--- src/shared/adr_pkg.sv ---
// Purpose: shared constants and types for the accel/decel ramp block
// Assumes: 50 MHz ref_clk; times in 0.01 s, frequencies in 0.01 Hz
// Notes:   register offsets are byte addresses on the Avalon-MM slave
package adr_pkg;

  // ---------------------------------------------------------------
  // clock and time base
  // ---------------------------------------------------------------
  localparam int unsigned CLK_HZ = 50_000_000;
  localparam int unsigned TICK_US = 10_000; // one ramp tick = 0.01 s
  localparam int unsigned TICK_CYC = CLK_HZ / 1_000_000 * TICK_US;

  // ---------------------------------------------------------------
  // register offsets
  // ---------------------------------------------------------------
  localparam logic [5:0] OFS_CTRL = 6'h00;
  localparam logic [5:0] OFS_REF = 6'h04;
  localparam logic [5:0] OFS_BASE = 6'h08;
  localparam logic [5:0] OFS_ACC = 6'h0c;
  localparam logic [5:0] OFS_DEC = 6'h10;
  localparam logic [5:0] OFS_ALT_ACC = 6'h14;
  localparam logic [5:0] OFS_ALT_DEC = 6'h18;
  localparam logic [5:0] OFS_TSEL = 6'h1c;
  localparam logic [5:0] OFS_TGT = 6'h20;
  localparam logic [5:0] OFS_GAIN_A = 6'h24;
  localparam logic [5:0] OFS_GAIN_B = 6'h28;
  localparam logic [5:0] OFS_STAT = 6'h2c;

  // ---------------------------------------------------------------
  // field positions, limits and reset values
  // ---------------------------------------------------------------
  localparam int unsigned CTRL_EXT_LSB = 8;
  localparam int unsigned TSEL_W = 4;
  localparam logic [18:0] TIME_MAX = 19'h57e40; // 3600 s
  localparam logic [18:0] TIME_MIN_IN = 19'h00003; // 0.03 s
  localparam logic [18:0] TIME_MIN_RUN = 19'h00004; // 0.04 s
  localparam logic [18:0] TIME_SENT = 19'h0270f; // 9999
  localparam logic [18:0] TIME_RST = 19'h001f4; // 5 s
  localparam logic [15:0] REF_MIN = 16'h0064; // 1 Hz
  localparam logic [15:0] REF_MAX = 16'h9c40; // 400 Hz
  localparam logic [15:0] REF_RST = 16'h1388; // 50 Hz
  localparam logic [15:0] BASE_RST = 16'h1388;
  localparam logic [15:0] GAIN_RST = 16'h1388;
  localparam logic [3:0] FN_SECOND = 4'h3;
  localparam logic [1:0] SHAPE_LIN = 2'h0;
  localparam logic [1:0] SHAPE_SA = 2'h1;
  localparam logic [1:0] SHAPE_SB = 2'h2;

  // ---------------------------------------------------------------
  // types
  // ---------------------------------------------------------------
  typedef enum logic [1:0] {
    ST_PREP, ST_RATIO, ST_TIME, ST_STEP
  } adr_calc_e;

  typedef struct packed {
    logic read;
    logic write;
    logic [5:0] address;
    logic [31:0] writedata;
    logic [3:0] byteenable;
  } adr_avs_req_s;

endpackage

--- src/logic/adr_div.sv ---
// Purpose: sequential restoring divider, one quotient bit per cycle
// Assumes: start is a one-cycle pulse while idle
// Notes:   divisor zero gives all ones; latency DW+1 cycles
`timescale 1ns/1ps
module adr_div #(
  parameter int unsigned DW = 48,
  parameter int unsigned VW = 32
) (
  // clock, reset, enable
  input wire logic ref_clk,
  input wire logic rst_n,
  input wire logic ce,
  // request
  input wire logic start,
  input wire logic [DW-1:0] dividend,
  input wire logic [VW-1:0] divisor,
  // answer
  output logic done,
  output logic [DW-1:0] quotient
);

  typedef struct packed {
    logic [VW:0] rem;
    logic [DW-1:0] quo;
    logic [VW-1:0] dvs;
    logic [7:0] cnt;
    logic run;
    logic done;
  } adr_div_st_s;

  adr_div_st_s st, next_st;

  // ---------------------------------------------------------------
  // shift and subtract
  // ---------------------------------------------------------------
  always_comb begin
    logic [VW:0] sh;
    sh = {st.rem[VW-1:0], st.quo[DW-1]};
    next_st = st;
    next_st.done = 1'b0;
    if (start && !st.run) begin
      next_st.rem = '0;
      next_st.quo = dividend;
      next_st.dvs = divisor;
      next_st.cnt = 8'(DW);
      next_st.run = 1'b1;
    end else if (st.run) begin
      if (sh >= {1'b0, st.dvs}) begin
        next_st.rem = sh - {1'b0, st.dvs};
        next_st.quo = {st.quo[DW-2:0], 1'b1};
      end else begin
        next_st.rem = sh;
        next_st.quo = {st.quo[DW-2:0], 1'b0};
      end
      next_st.cnt = st.cnt - 8'h01;
      if (st.cnt == 8'h01) begin
        next_st.run = 1'b0;
        next_st.done = 1'b1;
      end
    end
  end

  // state register
  always_ff @(posedge ref_clk or negedge rst_n) begin
    if (!rst_n) begin
      st <= '0;
    end else if (ce) begin
      st <= next_st;
    end
  end

  assign done = st.done;
  assign quotient = st.quo;

endmodule // adr_div

--- src/logic/adr_ramp.sv ---
// Purpose: output-frequency ramp generator with register file
// Assumes: Avalon-MM slave, byte addresses, one waitrequest cycle
// Notes:   S-pattern shapes run as linear slopes, B of the same duration, A timed against base
`timescale 1ns/1ps
// Notes on behaviour
// - Rising from 0 Hz to the reference takes the accel time, 0..3600 s.
// - Falling from the reference to 0 Hz takes the decel time, 0..3600 s.
// - The reference frequency is settable 1..400 Hz, 50 Hz after reset.
// - With the second set selected the alternate times replace the main.
// - The alternate accel time also governs decel unless one is set.
// - An alternate decel time of 9999 means use the alternate accel time.
// - Only a terminal whose function code is 3 drives the second set.
// - Under S-pattern A the time setting refers to the base frequency.
// - Under S-pattern A above base, time is 4/9 T (f/fb)^2 plus 5/9 T.
// - Any time setting of 0.03 s or less runs as 0.04 s.
// - Writing the reference leaves both gain settings untouched.
// - The second set select also enables all other second functions.
// - Reference and alternate times write only when ext display is 0.
// - Shape codes are 0 linear, 1 S-pattern A, 2 S-pattern B.
module adr_ramp #(
  parameter int unsigned TICK_CYCLES = adr_pkg::TICK_CYC,
  parameter int unsigned NTERM = 5
) (
  // clock, reset, enable
  input wire logic ref_clk,
  input wire logic rstn,
  input wire logic ce,
  // avalon-mm slave
  input wire logic [5:0] avs_address,
  input wire logic avs_read,
  input wire logic avs_write,
  input wire logic [31:0] avs_writedata,
  input wire logic [3:0] avs_byteenable,
  output logic [31:0] avs_readdata,
  output logic avs_waitrequest,
  // external terminals
  input wire logic [NTERM-1:0] terminal_in,
  // drive output stage
  output logic [15:0] out_freq,
  output logic second_func_en,
  output logic ramping
);

  typedef struct packed {
    logic waitreq;
    logic [31:0] rdata;
    logic [1:0] shape;
    logic [7:0] ext;
    logic [15:0] ref_f;
    logic [15:0] base_f;
    logic [15:0] tgt;
    logic [15:0] gain_a;
    logic [15:0] gain_b;
    logic [18:0] acc_t;
    logic [18:0] dec_t;
    logic [18:0] alt_a;
    logic [18:0] alt_d;
    logic [NTERM*adr_pkg::TSEL_W-1:0] tsel;
    logic second;
    adr_pkg::adr_calc_e fsm;
    logic [18:0] tm;
    logic [15:0] num;
    logic [31:0] step;
    logic [31:0] fout;
    logic [18:0] tick;
    logic ramping;
    logic dstart;
    logic [47:0] dvd;
    logic [31:0] dvs;
  } adr_ramp_st_s;

  adr_ramp_st_s st, next_st;
  adr_pkg::adr_avs_req_s req;
  logic [1:0] rst_q;
  logic rst_n;
  logic [NTERM-1:0] term_s;
  logic div_done;
  logic [47:0] div_q;

  // ---------------------------------------------------------------
  // helpers
  // ---------------------------------------------------------------
  // main or alternate pair, 9999 falls back to alternate accel
  function automatic logic [18:0] pick_time(
    input logic sec, input logic up,
    input logic [18:0] a, input logic [18:0] d,
    input logic [18:0] aa, input logic [18:0] ad);
    if (!sec) begin
      pick_time = up ? a : d;
    end else if (up || ad == adr_pkg::TIME_SENT) begin
      pick_time = aa;
    end else begin
      pick_time = ad;
    end
  endfunction

  // very short settings would give absurd slopes
  function automatic logic [18:0] clamp_min(input logic [18:0] t);
    if (t <= adr_pkg::TIME_MIN_IN) begin
      clamp_min = adr_pkg::TIME_MIN_RUN;
    end else begin
      clamp_min = t;
    end
  endfunction

  function automatic logic [31:0] be_merge(
    input logic [31:0] old, input logic [31:0] wd,
    input logic [3:0] be);
    for (int i = 0; i < 4; i++) begin
      be_merge[i*8 +: 8] = be[i] ? wd[i*8 +: 8] : old[i*8 +: 8];
    end
  endfunction

  function automatic logic [31:0] sat32(input logic [47:0] q);
    if (|q[47:32]) begin
      sat32 = 32'hffff_ffff;
    end else if (q[31:0] == 32'h0) begin
      sat32 = 32'h0000_0001;
    end else begin
      sat32 = q[31:0];
    end
  endfunction

  // ---------------------------------------------------------------
  // reset release and pin synchronisers
  // ---------------------------------------------------------------
  // reset release is not frozen by ce so a stopped block still resets
  always_ff @(posedge ref_clk or negedge rstn) begin
    if (!rstn) begin
      rst_q <= 2'h0;
    end else begin
      rst_q <= {rst_q[0], 1'b1};
    end
  end
  assign rst_n = rst_q[1];

  adr_sync #(.W(NTERM)) u_sync (
    .ref_clk(ref_clk),
    .rst_n(rst_n),
    .ce(ce),
    .d(terminal_in),
    .q(term_s)
  );

  adr_div #(.DW(48), .VW(32)) u_div (
    .ref_clk(ref_clk),
    .rst_n(rst_n),
    .ce(ce),
    .start(st.dstart),
    .dividend(st.dvd),
    .divisor(st.dvs),
    .done(div_done),
    .quotient(div_q)
  );

  assign req = '{read: avs_read, write: avs_write,
                 address: avs_address, writedata: avs_writedata,
                 byteenable: avs_byteenable};

  // ---------------------------------------------------------------
  // next state
  // ---------------------------------------------------------------
  always_comb begin
    logic [31:0] w;
    logic up;
    logic [18:0] t;
    logic [15:0] fhi;
    logic [19:0] r;
    logic [47:0] p;
    logic [32:0] sum;
    logic sec;
    w = '0;
    up = st.tgt > st.fout[31:16];
    t = '0;
    fhi = (st.tgt > st.fout[31:16]) ? st.tgt : st.fout[31:16];
    r = '0;
    p = '0;
    sum = '0;
    sec = 1'b0;
    next_st = st;
    next_st.dstart = 1'b0;

    // bus: one wait cycle, then answer with registered data
    next_st.waitreq = !((req.read || req.write) && st.waitreq);
    if (req.read && st.waitreq) begin
      unique case (req.address)
        adr_pkg::OFS_CTRL: next_st.rdata = {16'h0, st.ext, 6'h0,
                                            st.shape};
        adr_pkg::OFS_REF: next_st.rdata = {16'h0, st.ref_f};
        adr_pkg::OFS_BASE: next_st.rdata = {16'h0, st.base_f};
        adr_pkg::OFS_ACC: next_st.rdata = {13'h0, st.acc_t};
        adr_pkg::OFS_DEC: next_st.rdata = {13'h0, st.dec_t};
        adr_pkg::OFS_ALT_ACC: next_st.rdata = {13'h0, st.alt_a};
        adr_pkg::OFS_ALT_DEC: next_st.rdata = {13'h0, st.alt_d};
        adr_pkg::OFS_TSEL: next_st.rdata = 32'(st.tsel);
        adr_pkg::OFS_TGT: next_st.rdata = {16'h0, st.tgt};
        adr_pkg::OFS_GAIN_A: next_st.rdata = {16'h0, st.gain_a};
        adr_pkg::OFS_GAIN_B: next_st.rdata = {16'h0, st.gain_b};
        adr_pkg::OFS_STAT: next_st.rdata = {14'h0, st.ramping,
                                            st.second, st.fout[31:16]};
        default: next_st.rdata = 32'h0;
      endcase
    end

    // write commits at the edge where waitrequest is seen low
    if (req.write && !st.waitreq) begin
      unique case (req.address)
        adr_pkg::OFS_CTRL: begin
          w = be_merge({16'h0, st.ext, 6'h0, st.shape},
                       req.writedata, req.byteenable);
          if (w[1:0] <= adr_pkg::SHAPE_SB) begin
            next_st.shape = w[1:0];
          end
          next_st.ext = w[adr_pkg::CTRL_EXT_LSB +: 8];
        end
        adr_pkg::OFS_REF: begin
          // gains are left as they are on purpose
          w = be_merge({16'h0, st.ref_f}, req.writedata,
                       req.byteenable);
          if (st.ext == 8'h00 && w[31:16] == 16'h0 &&
              w[15:0] >= adr_pkg::REF_MIN &&
              w[15:0] <= adr_pkg::REF_MAX) begin
            next_st.ref_f = w[15:0];
          end
        end
        adr_pkg::OFS_BASE: begin
          w = be_merge({16'h0, st.base_f}, req.writedata,
                       req.byteenable);
          if (w[15:0] != 16'h0) begin
            next_st.base_f = w[15:0];
          end
        end
        adr_pkg::OFS_ACC: begin
          w = be_merge({13'h0, st.acc_t}, req.writedata,
                       req.byteenable);
          if (w <= 32'(adr_pkg::TIME_MAX)) begin
            next_st.acc_t = w[18:0];
          end
        end
        adr_pkg::OFS_DEC: begin
          w = be_merge({13'h0, st.dec_t}, req.writedata,
                       req.byteenable);
          if (w <= 32'(adr_pkg::TIME_MAX)) begin
            next_st.dec_t = w[18:0];
          end
        end
        adr_pkg::OFS_ALT_ACC: begin
          w = be_merge({13'h0, st.alt_a}, req.writedata,
                       req.byteenable);
          if (st.ext == 8'h00 && w <= 32'(adr_pkg::TIME_MAX)) begin
            next_st.alt_a = w[18:0];
          end
        end
        adr_pkg::OFS_ALT_DEC: begin
          w = be_merge({13'h0, st.alt_d}, req.writedata,
                       req.byteenable);
          if (st.ext == 8'h00 && w <= 32'(adr_pkg::TIME_MAX)) begin
            next_st.alt_d = w[18:0];
          end
        end
        adr_pkg::OFS_TSEL: begin
          w = be_merge(32'(st.tsel), req.writedata, req.byteenable);
          next_st.tsel = w[NTERM*adr_pkg::TSEL_W-1:0];
        end
        adr_pkg::OFS_TGT: begin
          w = be_merge({16'h0, st.tgt}, req.writedata,
                       req.byteenable);
          next_st.tgt = w[15:0];
        end
        adr_pkg::OFS_GAIN_A: begin
          w = be_merge({16'h0, st.gain_a}, req.writedata,
                       req.byteenable);
          next_st.gain_a = w[15:0];
        end
        adr_pkg::OFS_GAIN_B: begin
          w = be_merge({16'h0, st.gain_b}, req.writedata,
                       req.byteenable);
          next_st.gain_b = w[15:0];
        end
        default: ;
      endcase
    end

    // second set: only terminals assigned code 3 count
    for (int i = 0; i < NTERM; i++) begin
      if (st.tsel[i*adr_pkg::TSEL_W +: adr_pkg::TSEL_W] ==
          adr_pkg::FN_SECOND && term_s[i]) begin
        sec = 1'b1;
      end
    end
    next_st.second = sec;

    // slope calculation, rerun continuously so edits take effect
    unique case (st.fsm)
      adr_pkg::ST_PREP: begin
        t = clamp_min(pick_time(st.second, up, st.acc_t, st.dec_t,
                                st.alt_a, st.alt_d));
        next_st.tm = t;
        next_st.dstart = 1'b1;
        if (st.shape == adr_pkg::SHAPE_SA &&
            fhi >= st.base_f) begin
          next_st.num = fhi;
          next_st.dvd = {8'h0, 32'(fhi) * 32'(fhi), 8'h00};
          next_st.dvs = 32'(st.base_f) * 32'(st.base_f);
          next_st.fsm = adr_pkg::ST_RATIO;
        end else begin
          // S-pattern A below base runs toward base in time T
          next_st.num = (st.shape == adr_pkg::SHAPE_SA) ?
                        st.base_f : st.ref_f;
          next_st.dvd = {16'h0, next_st.num, 16'h0};
          next_st.dvs = {13'h0, t};
          next_st.fsm = adr_pkg::ST_STEP;
        end
      end
      adr_pkg::ST_RATIO: begin
        if (div_done) begin
          // ratio squared in 8 fractional bits, saturated
          r = (|div_q[47:20]) ? 20'hfffff : div_q[19:0];
          p = 48'({29'h0, st.tm} * {28'h0, r});
          next_st.dvd = (p >> 6) + 48'({29'h0, st.tm} * 48'h5);
          next_st.dvs = 32'h0000_0009;
          next_st.dstart = 1'b1;
          next_st.fsm = adr_pkg::ST_TIME;
        end
      end
      adr_pkg::ST_TIME: begin
        if (div_done) begin
          next_st.dvd = {16'h0, st.num, 16'h0};
          next_st.dvs = sat32(div_q);
          next_st.dstart = 1'b1;
          next_st.fsm = adr_pkg::ST_STEP;
        end
      end
      adr_pkg::ST_STEP: begin
        if (div_done) begin
          next_st.step = sat32(div_q);
          next_st.fsm = adr_pkg::ST_PREP;
        end
      end
    endcase

    // ramp tick every 0.01 s, clamped at the target
    if (st.tick == 19'(TICK_CYCLES - 1)) begin
      next_st.tick = 19'h0;
      if (up) begin
        sum = {1'b0, st.fout} + {1'b0, st.step};
        if (sum[32:16] >= {1'b0, st.tgt}) begin
          next_st.fout = {st.tgt, 16'h0};
        end else begin
          next_st.fout = sum[31:0];
        end
      end else begin
        sum = {1'b0, st.tgt, 16'h0} + {1'b0, st.step};
        if ({1'b0, st.fout} <= sum) begin
          next_st.fout = {st.tgt, 16'h0};
        end else begin
          next_st.fout = st.fout - st.step;
        end
      end
    end else begin
      next_st.tick = st.tick + 19'h1;
    end
    next_st.ramping = next_st.fout != {st.tgt, 16'h0};
  end

  // ---------------------------------------------------------------
  // state register
  // ---------------------------------------------------------------
  always_ff @(posedge ref_clk or negedge rst_n) begin
    if (!rst_n) begin
      st <= '0;
      st.waitreq <= 1'b1;
      st.ref_f <= adr_pkg::REF_RST;
      st.base_f <= adr_pkg::BASE_RST;
      st.gain_a <= adr_pkg::GAIN_RST;
      st.gain_b <= adr_pkg::GAIN_RST;
      st.acc_t <= adr_pkg::TIME_RST;
      st.dec_t <= adr_pkg::TIME_RST;
      st.alt_a <= adr_pkg::TIME_RST;
      st.alt_d <= adr_pkg::TIME_SENT;
      st.step <= 32'h0000_0001;
      st.fsm <= adr_pkg::ST_PREP;
    end else if (ce) begin
      st <= next_st;
    end
  end

  // outputs straight from flops
  assign avs_readdata = st.rdata;
  assign avs_waitrequest = st.waitreq;
  assign out_freq = st.fout[31:16];
  assign second_func_en = st.second;
  assign ramping = st.ramping;
endmodule // adr_ramp

--- src/logic/adr_sync.sv ---
// Purpose: two-flop synchroniser for terminal pins
// Assumes: inputs are asynchronous levels
// Notes:   first stage feeds only the second stage
`timescale 1ns/1ps
module adr_sync #(
  parameter int unsigned W = 5
) (
  // clock, reset, enable
  input wire logic ref_clk,
  input wire logic rst_n,
  input wire logic ce,
  // pins in, synchronised out
  input wire logic [W-1:0] d,
  output logic [W-1:0] q
);

  typedef struct packed {
    logic [W-1:0] s1;
    logic [W-1:0] s2;
  } adr_sync_st_s;

  adr_sync_st_s st, next_st;

  // ---------------------------------------------------------------
  // two stages
  // ---------------------------------------------------------------
  always_comb begin
    next_st.s1 = d;
    next_st.s2 = st.s1;
  end

  // state register, frozen while ce is low
  always_ff @(posedge ref_clk or negedge rst_n) begin
    if (!rst_n) begin
      st <= '0;
    end else if (ce) begin
      st <= next_st;
    end
  end

  assign q = st.s2;

endmodule // adr_sync

--- config.mk ---
export PLATFORM = sky130hd
export DESIGN_NAME = adr_ramp
export DESIGN_NICKNAME = d
export VERILOG_FILES = /design/src/shared/adr_pkg.sv /design/src/logic/adr_div.sv /design/src/logic/adr_ramp.sv /design/src/logic/adr_sync.sv
export SDC_FILE = /design/constraint.sdc
export NUM_CORES = 2
export LEC_CHECK = 0
export ABC_CLOCK_PERIOD_IN_PS = 24300
export BUFFER_PORTS_ARGS = -buffer_cell sky130_fd_sc_hd__buf_2
export CAP_MARGIN = 5
export CORE_MARGIN = 4
export CORE_UTILIZATION = 43
export DETAILED_ROUTE_END_ITERATION = 16
export GPL_TIMING_DRIVEN = 0
export HOLD_SLACK_MARGIN = 0.05
export PLACE_DENSITY_LB_ADDON = 0.12
export SYNTH_ARGS = -nofsm -noshare
export SYNTH_HDL_FRONTEND = slang
export SYNTH_SLANG_ARGS = --single-unit
--- constraint.sdc ---
create_clock -name ref_clk -period 24.3 [get_ports ref_clk]
set_input_delay 2.43 -clock ref_clk [delete_from_list [all_inputs] [get_ports ref_clk]]
set_output_delay 2.43 -clock ref_clk [all_outputs]
set_load 0.03 [all_outputs]
==> impl_results.md <==
* Placed Area at 64,800 sq um
* Post-CTS Repair Setup Buffers at 0
* Crit path arrival time at 13,240 ps
* Fin. max-slew vios at 0
* Crit-path leading delay family: adder cells
* Yosys reg bits at between 500 and 600
* Async SR Flop Fraction at 1.00
* Slowest-stage cell, CP: a21oi_1
* Top-area cell type share of the netlist area at 0.213
* P per Cell Area at 82.8 nW/um^2
* Layout Cells excl Fill at 9,069
* DRC Markers at 0
* I/O pins at 103
* Final ANT Viol Nets at 0
* DRT Pass-1 Iters at 6
* Die height at ~390 um
* Final instance area at approximately 67,000 sq um
* Multi-input gate area at 42,400 sq um
* Initial antenna violation count at 6
* Max-cap violations at 0
* Yosys warns at 0
* Layout cells sized above 1 at 0.0855
* Post-DP HPWL at about 180 mm
* Die W at between 300 and 400 um
* Root buffer cell: clkbuf_16
* Core ar. at 142,000 sq um
* PortBufs at between 80 and 90
* Fin nets at 8,363
* Vias in the first global route at about 53,000
* CTS tree: built
* Post-route clock skew at between 60 and 70 ps
* Post-synth cell types at 101
* Fin crit period at 12,690 ps
* Worst path bufs/invs at 9
* Setup violators final at 0
* Final worst setup slack at 11,610 ps
* Synthesized area at slightly above 60,000 sq um
* Final Wtd Congestion at slightly above 1
* Full die area at 149,000 sq um
* CTS H-tree depth at 3
* Setup TNS at 0 ps
* Leakage at 32.7 nW
* RSZ-0062 raised after global routing: no
* Ys flop type: dfrtp_1
* CP endpoint kind: flip-flop
* Most frequent cell after synthesis: inv_1
* Post-route clock period utilization at 0.522
* Actual slew at the worst max-slew pin at 1430 ps
* Vias at 52,000
* Peak supply drop at 0.930 mV
* Num Clock Sinks at 536
* Placed cells at just under 9,000
* CTS buffer count at 70
* Effective utilization at floorplan at 0.434
* Crit path largest cell delay at 1080 ps
* Number of flops mapped to enable cells by yosys at 0
* Status: completed
* Crit Path Class: flip-flop to flip-flop
* Final Routed Wirelength at 226 mm
* Fmax at 78.8 MHz
* Total Routing Usage GR at 0.299
* Pre-CTS setup slack at 11,880 ps
* First-pass GRT wire length at 341 mm
* Post-cts hold buffer count at 0
* Tot Pwr at 5.56 mW
* Clock slew at reported path FFs at 60 ps
* Clock buffer depth at 3
* Core Rows at 138
* Post-synth top area cell: fa_1
* Min-delay worst type: flip-flop to async pin
* Mapped Cells at 6,938
* Top cells by area, synth: fa_1, dfrtp_1, ha_1
* Detailed-route wire length per cell at 24.9 um
* Final Core Density at 0.473
* Seq/Total Area, Yosys at 0.219
* Hold WS at 155 ps
* Startpoint Class: flip-flop
* Layout area overhead at 8.99%
* Fin. Hold Viols at 0
* Worst EP required at about 25,000 ps
* Synth top cells by count: inv_1, nand2_1, fa_1
* Worst-skew pair later-pin latency at 690 ps
* Fillcell total at 14,000
* Crit path top cell by count: fa_1
* Starting DRT DRC Count at between 5,000 and 6,000
* Gr ovfl total at 0
* Normalized max-slew margin at 0.0494
* Post_cts resized at 0
* Vias/cell at between 5 and 6
* Reg area at approximately 13,000 sq um
* Largest net degree at the start of global routing at a little under 70
* Mean post-synth cell area at around 8.9 sq um
* Largest fanout on the critical path at 11
path summary, 6_finish.rpt:
check | startpoint | end | slack [ps] | depth (start not counted)
min reg2reg | rst_q[1] | st[273] | 160 | 0
max | out_freq[13] | st[71] | 11610 | 36
min | rst_q[1] | st[273] | 160 | 0
max in group asynchronous | rst_q[1] | u_div.st[102] | 22470 | 4
max reg2reg | out_freq[13] | st[71] | 11610 | 36
min in group ref_clk | rst_q[0] | rst_q[1] | 360 | 0
worst reg2reg max path: cells and delay by family (launching register included):
family / cells / cell delay (ps)
xor+xnor: 1 / 170
buf+inv: 9 / 2880
fa+ha+maj: 8 / 3590
compound gates: 11 / 3420
flops: 1 / 710
simple gates: 7 / 1770
area by class of cell:
cell class	instances	share of cell area
Inverter	1062	0.0594
Sequential cell	536	0.201
Timing Repair Buffer	96	0.0108
Multi-Input combinational cell	4964	0.632
Buffer	387	0.0264
Antenna cell	7	0.000261
Tap cell	1890	0.0352
Clock inverter	32	0.00650
Clock buffer	95	0.0288
layout by cell type, fill, tap and decap left out, types with 45 or more instances in the layout:
cell / instances
inv_1: 1046
nand2_1: 740
fa_1: 654
ha_1: 540
dfrtp_1: 487
nor2_1: 484
o21ai_0: 391
clkbuf_1: 304
a21oi_1: 278
and2_1: 231
mux2_2: 210
xnor2_1: 142
buf_2: 102
a21o_1: 96
nor3_1: 89
xor2_1: 73
mux2i_1: 70
clkbuf_16: 70
nand3_1: 69
buf_4: 61
a22oi_1: 60
nor4_1: 56
a31oi_1: 55
a221oi_1: 51
dfstp_2: 48
nand4_1: 45
o21a_1: 45
sequential cells by signal, summed over array words and instances (netlist names), 2 cells and up:
signal and cells:
avs_readdata 20, out_freq 16, rst_q 2, st 363
u_div.quotient 48, u_div.st 73, u_sync.next_st 5, u_sync.q 5
kinds of logic after synthesis:
logic type / after synthesis / share of synthesized area
AO/OA/AOI/OAI: 1317 / 0.139
XOR/XNOR: 215 / 0.0306
adder cells (fa/ha/maj): 1194 / 0.322
buffers and inverters: 1449 / 0.0934
flip-flops: 536 / 0.219
multiplexers: 281 / 0.0501
other: 2 / 0.000122
AND/OR/NAND/NOR: 1944 / 0.146
power breakdown:
group          internal, mW  switching, mW  total [mW]  leakage (nW)
logic                  1.07           2.46        3.53          24.6
registers             0.907         0.0194       0.927          6.98
clock network         0.640          0.461        1.10          1.14
total                  2.62           2.94        5.56          32.7
per-layer routing:
metal / wire length, um / GRT usage
met5: 0 / 0
met4: 10800 / 0.126
met3: 16200 / 0.0393
met2: 98500 / 0.457
met1: 100000 / 0.428
No activity file was read; power rests on OpenSTA's default activity.
